===== config.mk =====
export PLATFORM = sky130hd
export DESIGN_NAME = apc_clock_config
export DESIGN_NICKNAME = d
export VERILOG_FILES = /design/src/apc_pkg.sv /design/src/apc_clock_config.sv
export SDC_FILE = /design/constraint.sdc
export NUM_CORES = 1
export LEC_CHECK = 0
export ABC_AREA = 1
export BUFFER_PORTS_ARGS = -buffer_cell sky130_fd_sc_hd__buf_2
export CORE_MARGIN = 5
export CORE_UTILIZATION = 32
export DETAILED_ROUTE_END_ITERATION = 8
export GPL_ROUTABILITY_DRIVEN = 0
export GPL_TIMING_DRIVEN = 0
export HOLD_SLACK_MARGIN = 0.1
export MAX_ROUTING_LAYER = met4
export PLACE_DENSITY = 0.6
export SLEW_MARGIN = 20
export SYNTH_ARGS = -nofsm -noshare
export SYNTH_HDL_FRONTEND = slang
export SYNTH_SLANG_ARGS = --single-unit

===== constraint.sdc =====
create_clock -name pclk -period 4.45 [get_ports pclk]
set_input_delay 0.6675 -clock pclk [delete_from_list [all_inputs] [get_ports pclk]]
set_output_delay 0.6675 -clock pclk [all_outputs]
set_load 0.005 [all_outputs]

===== src/apc_pkg.sv =====
package apc_pkg;
    // Register indices; byte address is four times the index
    localparam logic [7:0] APC_IDX_ON = 8'h04;
    localparam logic [7:0] APC_IDX_REF = 8'h0d;
    localparam logic [7:0] APC_IDX_P = 8'h14;
    localparam logic [7:0] APC_IDX_J = 8'h15;
    localparam logic [7:0] APC_IDX_DH = 8'h16;
    localparam logic [7:0] APC_IDX_DL = 8'h17;
    localparam logic [7:0] APC_IDX_R = 8'h18;
    localparam logic [7:0] APC_IDX_DSP = 8'h1b;
    localparam logic [7:0] APC_IDX_BCLK = 8'h20;
    localparam logic [7:0] APC_IDX_FCLK = 8'h21;
    localparam logic [7:0] APC_IDX_AUTO = 8'h25;
    localparam logic [7:0] APC_IDX_STAT = 8'h26;
    localparam int APC_NREG = 11;
    localparam logic [3:0] APC_S_ON = 4'h0;
    localparam logic [3:0] APC_S_REF = 4'h1;
    localparam logic [3:0] APC_S_P = 4'h2;
    localparam logic [3:0] APC_S_J = 4'h3;
    localparam logic [3:0] APC_S_DH = 4'h4;
    localparam logic [3:0] APC_S_DL = 4'h5;
    localparam logic [3:0] APC_S_R = 4'h6;
    localparam logic [3:0] APC_S_DSP = 4'h7;
    localparam logic [3:0] APC_S_BCLK = 4'h8;
    localparam logic [3:0] APC_S_FCLK = 4'h9;
    localparam logic [3:0] APC_S_AUTO = 4'ha;
    // Writable bits per slot, and values after reset
    localparam logic [7:0] APC_MASK [APC_NREG] = '{8'h01, 8'h70, 8'h0f, 8'h3f, 8'h3f,
        8'hff, 8'h0f, 8'h7f, 8'h7f, 8'hff, 8'h07};
    localparam logic [7:0] APC_RST [APC_NREG] = '{8'h01, 8'h00, 8'h01, 8'h08, 8'h00,
        8'h00, 8'h00, 8'h00, 8'h00, 8'h00, 8'h01};
    localparam int APC_ON_BIT = 0;
    localparam int APC_AUTO_BIT = 0;
    localparam int APC_IGN_BIT = 1;
    localparam int APC_MSTR_BIT = 2;
    localparam logic [2:0] APC_REF_MCLK = 3'h0;
    localparam logic [2:0] APC_REF_BCLK = 3'h1;
    localparam logic [2:0] APC_REF_GPIO = 3'h3;
    localparam logic [13:0] APC_D_MAX = 14'h270f;
    localparam logic [19:0] APC_K_SCALE = 20'h02710;
    localparam logic [13:0] APC_N_8K = 14'h3000;
    localparam logic [13:0] APC_N_16K = 14'h1800;
    localparam logic [13:0] APC_N_STD = 14'h0800;
    localparam logic [13:0] APC_N_DBL = 14'h0400;
    localparam logic [2:0] APC_NCP_DIV = 3'h4;
    localparam logic [2:0] APC_RATIO_BAD = 3'h7;
    // Frame period bounds in pclk cycles
    localparam int APC_CLK_NS = 40;
    localparam int APC_TIMEOUT_NS = 150000;
    localparam logic [11:0] APC_TIMEOUT_CYC = 12'(APC_TIMEOUT_NS / APC_CLK_NS);
    localparam logic [11:0] APC_TH_8K = 12'h8fc;
    localparam logic [11:0] APC_TH_16K = 12'h44c;
    localparam logic [11:0] APC_TH_32K = 12'h28a;
    localparam logic [11:0] APC_TH_SGL = 12'h17c;
    localparam logic [11:0] APC_PER_MIN = 12'h0c8;

    typedef enum logic [2:0] {APC_R8K, APC_R16K, APC_R32K, APC_RSGL, APC_RDBL} apc_rate_t;

    typedef struct packed {
        logic on;
        logic [2:0] ref_sel;
        logic [3:0] p_code;
        logic [5:0] j;
        logic [13:0] d;
        logic [3:0] r_code;
    } apc_pll_cfg_t;

    typedef struct packed {
        logic [13:0] pll_fs;
        logic [7:0] osr_div;
        logic [3:0] filt_div;
        logic [2:0] ncp_div;
        logic [6:0] dsp_div;
        logic [6:0] bclk_div;
        logic [7:0] fclk_div;
    } apc_clk_div_t;

    localparam apc_pll_cfg_t APC_CFG_RST = '{1'b1, 3'h0, 4'h1, 6'h08, 14'h0000, 4'h0};

    // Returns {hit, slot}
    function automatic logic [4:0] apc_slot(input logic [7:0] idx);
        unique case (idx)
            APC_IDX_ON: return {1'b1, APC_S_ON};
            APC_IDX_REF: return {1'b1, APC_S_REF};
            APC_IDX_P: return {1'b1, APC_S_P};
            APC_IDX_J: return {1'b1, APC_S_J};
            APC_IDX_DH: return {1'b1, APC_S_DH};
            APC_IDX_DL: return {1'b1, APC_S_DL};
            APC_IDX_R: return {1'b1, APC_S_R};
            APC_IDX_DSP: return {1'b1, APC_S_DSP};
            APC_IDX_BCLK: return {1'b1, APC_S_BCLK};
            APC_IDX_FCLK: return {1'b1, APC_S_FCLK};
            APC_IDX_AUTO: return {1'b1, APC_S_AUTO};
            default: return 5'h00;
        endcase
    endfunction : apc_slot

    // Master clock edges per frame to ratio code
    function automatic logic [2:0] apc_ratio_code(input logic [9:0] n);
        unique case (n)
            10'h040: return 3'h0;
            10'h080: return 3'h1;
            10'h0c0: return 3'h2;
            10'h100: return 3'h3;
            10'h180: return 3'h4;
            10'h200: return 3'h5;
            default: return APC_RATIO_BAD;
        endcase
    endfunction : apc_ratio_code
endpackage : apc_pkg


===== src/apc_clock_config.sv =====
// Our own choice: register access over APB.
`timescale 1ns/1ps
module apc_clock_config #(
    parameter logic [11:0] TIMEOUT_CYC = apc_pkg::APC_TIMEOUT_CYC
) (
    // Clock and reset
    input wire logic pclk,
    input wire logic presetn,
    // APB slave
    input wire logic psel,
    input wire logic penable,
    input wire logic pwrite,
    input wire logic [11:0] paddr,
    input wire logic [31:0] pwdata,
    output logic [31:0] prdata,
    output logic pready,
    output logic pslverr,
    // Serial audio clocks, sampled
    input wire logic master_clock,
    input wire logic bit_clock_i,
    input wire logic frame_clock_i,
    // Master mode pin drive
    output logic bit_clock_o,
    output logic bit_clock_oe,
    output logic frame_clock_o,
    output logic frame_clock_oe,
    // Clock tree control
    output apc_pkg::apc_pll_cfg_t pll_cfg,
    output logic pll_bypass,
    output logic [19:0] pll_k,
    output apc_pkg::apc_clk_div_t clk_div,
    output logic clocks_valid,
    output logic clock_error
);
    import apc_pkg::*;

    logic pready_q, pslverr_q;
    logic [31:0] prdata_q;
    logic [7:0] regs_q [APC_NREG];
    logic [4:0] slot_hit;
    logic page_ok, map_ok, wr;
    logic [31:0] rd_d;
    logic auto_en, ign_err, master;

    assign slot_hit = apc_slot(paddr[9:2]);
    assign page_ok = paddr[11:10] == 2'h0;
    assign map_ok = page_ok && (slot_hit[4] || paddr[9:2] == APC_IDX_STAT);
    assign wr = psel && penable && pready_q && pwrite;
    assign auto_en = regs_q[APC_S_AUTO][APC_AUTO_BIT];
    assign ign_err = regs_q[APC_S_AUTO][APC_IGN_BIT];
    assign master = regs_q[APC_S_AUTO][APC_MSTR_BIT];

    // Zero-wait slave: ready in the first access cycle
    always_ff @(posedge pclk or negedge presetn) begin
        if (!presetn) begin
            pready_q <= 1'b0;
            pslverr_q <= 1'b0;
            prdata_q <= 32'h0;
        end else begin
            pready_q <= psel && !penable;
            pslverr_q <= psel && !penable && !map_ok;
            if (psel && !penable && !pwrite) begin
                prdata_q <= rd_d;
            end
        end
    end

    // Register file; masked write keeps unused bits at zero
    always_ff @(posedge pclk or negedge presetn) begin
        if (!presetn) begin
            for (int i = 0; i < APC_NREG; i++) begin
                regs_q[i] <= APC_RST[i];
            end
        end else if (wr && page_ok && slot_hit[4]) begin
            regs_q[slot_hit[3:0]] <= pwdata[7:0] & APC_MASK[slot_hit[3:0]];
        end
    end

    // Clock detector
    logic mclk_q, bclk_q, fclk_q, f_edge;
    logic [11:0] per_cnt_q;
    logic [9:0] mcnt_q;
    logic bseen_q, armed_q, valid_q;
    logic [2:0] ratio_q;
    apc_rate_t rate_q, rate_d;

    assign f_edge = frame_clock_i && !fclk_q;

    always_ff @(posedge pclk or negedge presetn) begin
        if (!presetn) begin
            mclk_q <= 1'b0;
            bclk_q <= 1'b0;
            fclk_q <= 1'b0;
        end else begin
            mclk_q <= master_clock;
            bclk_q <= bit_clock_i;
            fclk_q <= frame_clock_i;
        end
    end

    always_ff @(posedge pclk or negedge presetn) begin
        if (!presetn) begin
            per_cnt_q <= 12'h0;
            mcnt_q <= 10'h0;
            bseen_q <= 1'b0;
        end else if (f_edge) begin
            per_cnt_q <= 12'h0;
            // An edge on the frame edge opens the new frame, else one is lost per frame
            mcnt_q <= {9'h0, master_clock && !mclk_q};
            bseen_q <= bit_clock_i && !bclk_q;
        end else begin
            if (per_cnt_q != TIMEOUT_CYC) begin
                per_cnt_q <= per_cnt_q + 12'h1;
            end
            if (master_clock && !mclk_q && mcnt_q != 10'h3ff) begin
                mcnt_q <= mcnt_q + 10'h1;
            end
            if (bit_clock_i && !bclk_q) begin
                bseen_q <= 1'b1;
            end
        end
    end

    // Frame period to rate class
    always_comb begin
        if (per_cnt_q > APC_TH_8K) begin
            rate_d = APC_R8K;
        end else if (per_cnt_q > APC_TH_16K) begin
            rate_d = APC_R16K;
        end else if (per_cnt_q > APC_TH_32K) begin
            rate_d = APC_R32K;
        end else if (per_cnt_q > APC_TH_SGL) begin
            rate_d = APC_RSGL;
        end else begin
            rate_d = APC_RDBL;
        end
    end

    // First edge only arms: the period before it is partial
    always_ff @(posedge pclk or negedge presetn) begin
        if (!presetn) begin
            armed_q <= 1'b0;
            valid_q <= 1'b0;
            ratio_q <= APC_RATIO_BAD;
            rate_q <= APC_RSGL;
        end else if (f_edge) begin
            armed_q <= 1'b1;
            ratio_q <= apc_ratio_code(mcnt_q);
            rate_q <= rate_d;
            valid_q <= armed_q && bseen_q && per_cnt_q >= APC_PER_MIN
                && per_cnt_q != TIMEOUT_CYC
                && apc_ratio_code(mcnt_q) != APC_RATIO_BAD;
        end else if (per_cnt_q == TIMEOUT_CYC) begin
            armed_q <= 1'b0;
            valid_q <= 1'b0;
        end
    end

    // Automatic and manual settings
    apc_pll_cfg_t auto_cfg, man_cfg;
    logic [13:0] auto_n, d_raw;

    always_comb begin
        auto_cfg = APC_CFG_RST;
        auto_cfg.ref_sel = APC_REF_MCLK;
        auto_n = APC_N_STD;
        unique case (ratio_q)
            3'h0: auto_cfg.j = 6'h20;
            3'h1: auto_cfg.j = 6'h10;
            3'h2: begin
                auto_cfg.j = 6'h0a;
                auto_cfg.d = 14'h1a0b;
            end
            3'h3: auto_cfg.j = 6'h08;
            3'h4: begin
                auto_cfg.j = 6'h05;
                auto_cfg.d = 14'h0d05;
            end
            default: auto_cfg.j = 6'h04;
        endcase
        // Scale N so the VCO stays in range at each rate
        unique case (rate_q)
            APC_R8K: begin
                auto_cfg.r_code = 4'h5;
                auto_n = APC_N_8K;
            end
            APC_R16K: begin
                auto_cfg.r_code = 4'h2;
                auto_n = APC_N_16K;
            end
            APC_R32K, APC_RSGL: auto_n = APC_N_STD;
            APC_RDBL: begin
                auto_cfg.p_code = 4'h2;
                auto_n = APC_N_DBL;
            end
        endcase
    end

    always_comb begin
        d_raw = {regs_q[APC_S_DH][5:0], regs_q[APC_S_DL]};
        man_cfg.on = regs_q[APC_S_ON][APC_ON_BIT];
        man_cfg.ref_sel = regs_q[APC_S_REF][6:4];
        man_cfg.p_code = regs_q[APC_S_P][3:0] == 4'h0 ? 4'h1 : regs_q[APC_S_P][3:0];
        man_cfg.j = regs_q[APC_S_J][5:0];
        man_cfg.d = d_raw > APC_D_MAX ? APC_D_MAX : d_raw;
        man_cfg.r_code = regs_q[APC_S_R][3:0];
    end

    // Auto mode holds the last good setting while clocks are lost
    apc_pll_cfg_t pll_cfg_q;
    logic pll_bypass_q;
    logic [19:0] pll_k_q;
    apc_clk_div_t clk_div_q;

    always_ff @(posedge pclk or negedge presetn) begin
        if (!presetn) begin
            pll_cfg_q <= APC_CFG_RST;
            pll_bypass_q <= 1'b0;
            clk_div_q <= '0;
        end else begin
            if (auto_en) begin
                if (valid_q) begin
                    pll_cfg_q <= auto_cfg;
                    pll_bypass_q <= 1'b0;
                    clk_div_q.pll_fs <= auto_n;
                    clk_div_q.osr_div <= auto_n[13:6] >> 2;
                    clk_div_q.filt_div <= auto_n[13:10];
                end
            end else begin
                pll_cfg_q <= man_cfg;
                pll_bypass_q <= !man_cfg.on;
                clk_div_q.pll_fs <= APC_N_STD;
                clk_div_q.osr_div <= APC_N_STD[13:6] >> 2;
                clk_div_q.filt_div <= APC_N_STD[13:10];
            end
            clk_div_q.ncp_div <= APC_NCP_DIV;
            clk_div_q.dsp_div <= regs_q[APC_S_DSP][6:0];
            clk_div_q.bclk_div <= regs_q[APC_S_BCLK][6:0];
            clk_div_q.fclk_div <= regs_q[APC_S_FCLK];
        end
    end

    // Multiplier for the analog loop: output = ref * R * K / P
    always_ff @(posedge pclk or negedge presetn) begin
        if (!presetn) begin
            pll_k_q <= 20'h0;
        end else begin
            pll_k_q <= 20'(pll_cfg_q.j) * APC_K_SCALE + 20'(pll_cfg_q.d);
        end
    end

    // Master mode: bit clock from pclk, frame clock from bit clock
    logic [6:0] bcnt_q;
    logic [7:0] fcnt_q, fnext;
    logic bclk_o_q, fclk_o_q, oe_q;

    assign fnext = fcnt_q == clk_div_q.fclk_div ? 8'h0 : fcnt_q + 8'h1;

    always_ff @(posedge pclk or negedge presetn) begin
        if (!presetn) begin
            bcnt_q <= 7'h0;
            fcnt_q <= 8'h0;
            bclk_o_q <= 1'b0;
            fclk_o_q <= 1'b0;
            oe_q <= 1'b0;
        end else begin
            oe_q <= master;
            if (!master) begin
                bcnt_q <= 7'h0;
                fcnt_q <= 8'h0;
                bclk_o_q <= 1'b0;
                fclk_o_q <= 1'b0;
            end else if (bcnt_q == clk_div_q.bclk_div) begin
                bcnt_q <= 7'h0;
                bclk_o_q <= !bclk_o_q;
                if (!bclk_o_q) begin
                    fcnt_q <= fnext;
                    fclk_o_q <= fnext <= (clk_div_q.fclk_div >> 1);
                end
            end else begin
                bcnt_q <= bcnt_q + 7'h1;
            end
        end
    end

    logic cfg_bad_q, clocks_valid_q, clock_error_q;

    always_ff @(posedge pclk or negedge presetn) begin
        if (!presetn) begin
            cfg_bad_q <= 1'b0;
            clocks_valid_q <= 1'b0;
            clock_error_q <= 1'b0;
        end else begin
            cfg_bad_q <= pll_cfg_q.d != 14'h0 && pll_cfg_q.r_code != 4'h0;
            clocks_valid_q <= valid_q;
            clock_error_q <= !valid_q && !ign_err;
        end
    end

    always_comb begin
        rd_d = 32'h0;
        if (page_ok && paddr[9:2] == APC_IDX_STAT) begin
            rd_d = {20'h0, cfg_bad_q, 3'(rate_q), 3'h0, ratio_q, clock_error_q, valid_q};
        end else if (page_ok && slot_hit[4]) begin
            rd_d = {24'h0, regs_q[slot_hit[3:0]]};
        end
    end

    assign prdata = prdata_q;
    assign pready = pready_q;
    assign pslverr = pslverr_q;
    assign bit_clock_o = bclk_o_q;
    assign frame_clock_o = fclk_o_q;
    assign bit_clock_oe = oe_q;
    assign frame_clock_oe = oe_q;
    assign pll_cfg = pll_cfg_q;
    assign pll_bypass = pll_bypass_q;
    assign pll_k = pll_k_q;
    assign clk_div = clk_div_q;
    assign clocks_valid = clocks_valid_q;
    assign clock_error = clock_error_q;

    // Checks
    logic on_wr_q;
    always_ff @(posedge pclk or negedge presetn) begin
        if (!presetn) begin
            on_wr_q <= 1'b0;
        end else if (wr && slot_hit == {1'b1, APC_S_ON}) begin
            on_wr_q <= 1'b1;
        end
    end
endmodule : apc_clock_config


### Yosys cells after proc, flatten, opt, wreduce, memory -nomap -nowiden

Memory sizes are Yosys's and may differ from the RTL's.
Cells that the tools add are included.

| word-level totals | value |
|---|---|
| register bits | 279 |
| bits in read-only memories | 128 |
| logic and storage cells | 195 |
| memories | 1 |

Memory list:

| memory | depth | bits a word | rd ports | clocked after Yosys merged registers in | wr ports | line | RTL |
|---|---|---|---|---|---|---|---|
| (name not given) | 16 | 8 | 1 | 0 | 0 | apc_clock_config.sv:75 | `regs_q[slot_hit[3:0]] <= pwdata[7:0] & APC_MASK[slot_hit[3:0]];` |

| operators by class | value |
|---|---|
| add/subtract/negate cells | 5 |
| multiply operators | 1 |
| order comparisons | 9 |
| eq/ne operators | 35 |
| multiplexer cells | 50 |
| bitwise gates (word level) | 2 |
| reductions and logical operators | 45 |

Operators with widths:

| kind | number |
|---|---|
| $bwmux 88 | 1 |
| $mux 8 | 10 |
| $mux 32 | 2 |
| $pmux 14 s4 | 1 |
| $pmux 5 s11 | 1 |
| $mux 26 | 2 |
| $eq 8x5->1 const B | 6 |
| $mux 12 | 3 |
| $bmux 8 s4 | 1 |
| $demux 8 s4 | 1 |
| $eq 8x6->1 const B | 4 |
| $pmux 6 s5 | 1 |
| $pmux 13 s2 | 1 |
| $logic_and 1x1->1 | 22 |
| $add 20x14->20 | 1 |
| $eq 10x8->1 const B | 2 |
| $eq 10x9->1 const B | 2 |
| $mux 10 | 2 |
| $pmux 3 s6 | 1 |
| $mul 6x10->16 const B | 1 |
| $mux 3 | 5 |
| $gt 14x14->1 const B | 1 |
| $mux 14 | 1 |
| $mux 7 | 2 |
| 43 further kinds | 73 |

### Longest topological paths before layout

| depth | value |
|---|---|
| depth in word-level cells | 8 |
| mapped depth | 19 |
| gate-level depth less buffers | 19 |

### Worst setup path after synthesis

OpenSTA, ideal clock, no wires.

| timing path | value |
|---|---|
| kind | reg-to-reg |
| start | register pll_cfg_q, in the netlist pll_cfg[19] |
| end | register pll_k_q[17] (netlist: pll_k[17]) |
| library setup time | 128 ps |
| arrival time | 3575 ps |
| required time | 4322 ps |
| path slack | 747 ps |
| cell stages (with the launch flop) | 18 |
| path buffers | 0 |
| clock period less this slack | 3703 ps |
| cell sequence | dfrtp_1 -> inv_1 -> fa_1 -> fa_1 -> inv_1 -> ha_1 -> inv_1 -> fa_1 -> xnor2_1 -> ha_1 -> nand2_1 -> nor2_1 -> nand3_1 -> o2111ai_1 -> nand2_1 -> a21oi_1 -> nand2_1 -> xor2_1 |

| on the way | value |
|---|---|
| longest elaborated chain between the ends | 2 |

RTL lines:

| element | line | RTL |
|---|---|---|
| start, declared | apc_clock_config.sv:210 | `apc_pll_cfg_t pll_cfg_q;` |
| start signal, assigned | apc_clock_config.sv:223 | `pll_cfg_q <= auto_cfg;` |
| start signal, assigned | apc_clock_config.sv:230 | `pll_cfg_q <= man_cfg;` |
| $mul 6x10->16 | apc_clock_config.sv:248 | `pll_k_q <= 20'(pll_cfg_q.j) * APC_K_SCALE + 20'(pll_cfg_q.d);` |
| $add 20x14->20 | apc_clock_config.sv:248 |  |
| end signal, assigned | apc_clock_config.sv:248 |  |
| end, declared | apc_clock_config.sv:212 | `logic [19:0] pll_k_q;` |

No other way between the ends.
A chain may end at the register's enable or synchronous reset.

### Worst setup path after layout

| timing path | value |
|---|---|
| start | register pll_cfg_q, in the netlist pll_cfg[20] |
| end | register pll_k_q[17] (netlist: pll_k[17]) |

The elaborated chain is that of the path after synthesis.

==> reports/qor.yml <==
synth_ff_type: "dfrtp_1"
fp.dieH_um: 206
finalCritPeriodShare_pct: 91.8
pre_cts_ws_ns: 0.250
drc: 0
power_frac_clock_pct: 47.2
synthAdderAreaFrac_pct: 6.16
grt_pass1_wl_mm: 55.7
cp.arrival_ns: 4.50
worstReg2RegStart: "pll_cfg[20]"
synthMuxAreaShare_pct: 0
r2r_setup_slack_ns: 0.36
ys_types: 50
r2r-end: "pll_k[17]"
ys_seq_area_share_pct: 48.2
dr_total_vias: 10300
syn_to_final_growth_pct: 19.4
cts_buffer_depth: 3
ant_nets: 0
synth_top_area_share_pct: 45.6
htreeDepth: 1
critical_path.max_fanout: 7
crit_type: "reg -> reg"
p_int_w: 0.00361
die_area_mm2: 0.0426
slew_headroom_pct: 52.4
tightest_slew_ns: 0.714
grt_max_degree: 95
fin_crit_ns: 4.09
powerDensity_mw_per_mm2: 317
synth_compound_area_share_pct: 10.8
fp.coreArea_mm2: 0.0384
grt_usage_pct: 16.9
p_comb_share_pct: 5.4
wl_per_cell_um: 16.0
post_drt_via_cell_ratio: 4.69
async_flop_share_pct: 100
cp-startpoint: "pll_cfg[20]"
whs_path_depth: 1
worst_setup_path_start_kind: "flop"
drt_iter0_drc: 860
fp.dieW_um: 206
finClkSkew_ns: 0.0163
synth_xor_area_share_pct: 2.34
numPortBuffers: 133
cts_tree: "done"
outcome: "complete, no violations"
yosys.area.top_type: "dfrtp_1"
drv_cap: 0
clockRootBuffer: "clkbuf_16"
postSynthAreaPerCell_um2: 8.40
maxSlewViolCount: 0
first_pass_iters: 5
crit_required_ns: 4.86
power_leakage_nw: 7.71
net-switching-power_w: 0.00106
fillCellCount: 3991
yosys-top-cells-area: "dfrtp_1 46%, nand2_1 9.8%, inv_1 7.0%"
clock_latency_ns: 0.54
antenna_cells: 0
ff2ff_path_depth: 17
fmax_mhz: 245
cp-end-kind: "flop"
clkTransAtPathRegs_ns: 0.06
routed_wl_mm: 35.3
finalWorstSetupSlack_ns: 0.364
vdd.ir_drop.worst_v: 0.000254
yosysWarnings: 0
numCtsBuffers: 27
min_path_type: "in -> reg"
synthCells: 1469
swShare_pct: 22.7
setup_viol: 0
hold_viol_final: 0
rows: 72
drive_above_1_share_pct: 17.2
pin_count: 196
cts.sinks: 237
ys_seq_elements: 237
placed_cell_area_mm2: 0.0139
rsz0062_at_grt: "false"
fin_nets: 1777
grt_pass1_vias: 10200
ys_top_cells_by_count: "323 x nand2_1, 229 x inv_1, 225 x dfrtp_1"
synth-edff-count: 0
postLayoutCellArea_mm2: 0.0147
grt_overflow_total: 0
synth_top_family_by_area: "simple AND/OR/NAND/NOR gates"
initial_core_util_pct: 32.2
seqPwrFrac_pct: 47.4
dp_hpwl_mm: 26.7
synth_most_common_cell: "nand2_1"
antenna_found_initial: 0
synth-simple-area-share_pct: 21.1
endpoint: "pll_k[17]"
final_core_util_pct: 38.4
hold_ws_ns: 0.253
post-cts-setup-buffers: 0
syn-cell-area_mm2: 0.0123
flip-flops by register name, indices dropped and copies added, names as in the netlist, 3 cells and up:
signal	cells
clk_div	27
pll_cfg	32
bcnt_q	7
regs_q	57
pll_k	20
prdata	12
d_raw	14
man_cfg	14
ratio_q	3
fcnt_q	8
rate_q	3
per_cnt_q	12
mcnt_q	10
cells in the final DEF (no fill, tap or decap), types with 9 or more instances in the layout:
cell and instances:
conb_1 37, nor4_1 11, o21ai_0 103, buf_2 147, or2_2 11, buf_4 47, nand2_1 323, inv_1 228
xor2_1 22, clkbuf_16 27, o22ai_1 15, nand2_2 9, xnor2_1 11, o211ai_1 12, clkbuf_1 26, ha_1 48
nand3_1 96, nor2_1 87, dfstp_2 12, a21oi_1 50, dfrtp_1 225, nand4_1 25, nor3_1 18
layer usage:
metal,part of all wire (%),global-route usage [%],vias up
met1,43,21.6,4904
met2,46,26.3,310
li1,-,-,5064
met3,7.8,4.21,59
met4,3.1,5.73,0
met5,0,-,-
critical path: stages (launching register included):
cell and delay [ns]:
dfrtp_1 0.57, inv_1 0.10, fa_1 0.47, fa_1 0.47, inv_1 0.06, ha_1 0.17, inv_1 0.08, fa_1 0.40
xnor2_1 0.14, ha_1 0.37, nand2_1 0.09, nor2_1 0.15, nand3_1 0.10, o2111ai_1 0.15, nand2_1 0.09, a21oi_1 0.29
nand2_1 0.11, xor2_1 0.14
worst min path at each step:
stage                  startpoint         end  slack [ns]
floorplan              regs_q[15]  clk_div[7]        0.35
global placement       regs_q[15]  clk_div[7]        0.36
detailed placement     regs_q[15]  clk_div[7]        0.38
CTS                 frame_clock_i      fclk_q        0.23
global route        frame_clock_i      fclk_q        0.24
finish              frame_clock_i      fclk_q        0.25
metrics by stage:
| stage | power, W | setup TNS (ns) | instances |
|---|---|---|---|
| 2_1_floorplan | 0.00239 | 0 | 1504 |
| 4_1_cts | 0.00473 | 0 | 2206 |
| 3_3_place_gp | 0.00250 | -365.83 | 2155 |
| 3_5_place_dp | 0.00251 | 0 | 2157 |
| 5_1_grt | 0.00486 | 0 | 2206 |
| 6_report | 0.00467 | 0 | 2206 |
cells by family after synthesis:
| kind of cell | Yosys count |
|---|---|
| XOR/XNOR | 33 |
| AND/OR/NAND/NOR | 598 |
| other | 2 |
| flip-flops | 237 |
| adder cells (fa/ha/maj) | 56 |
| AO/OA/AOI/OAI | 229 |
| buffers and inverters | 314 |
layout make-up:
cell class              count  area, um2  area share (%)
plain buffers              81        522            3.54
clock buffers              43        796            5.40
clock inverters             5       78.8           0.535
inverters                 233        875            5.94
multi-input cells         953       5130            34.8
flip-flops and latches    237       5950            40.3
well taps                 518        648            4.40
repair buffers            136        741            5.03
timing repair:
action | CTS | global route
gates resized for setup | 0 | 1
endpoints found under the setup margin | 0 | 1
endpoints found under the hold margin | 47 | 0
hold buffers | 1 | 0
power groups by stage:
stage / Sequential [W] / Combinational [W] / Clock, W
after global placement: 0.00225 / 0.000244 / 0
final: 0.00221 / 0.000251 / 0.00220
after global routing: 0.00222 / 0.000293 / 0.00235
after detailed placement: 0.00225 / 0.000254 / 0
after floorplan: 0.00225 / 0.000140 / 0
after CTS: 0.00221 / 0.000256 / 0.00226
(Power assumes the default switching activity.)
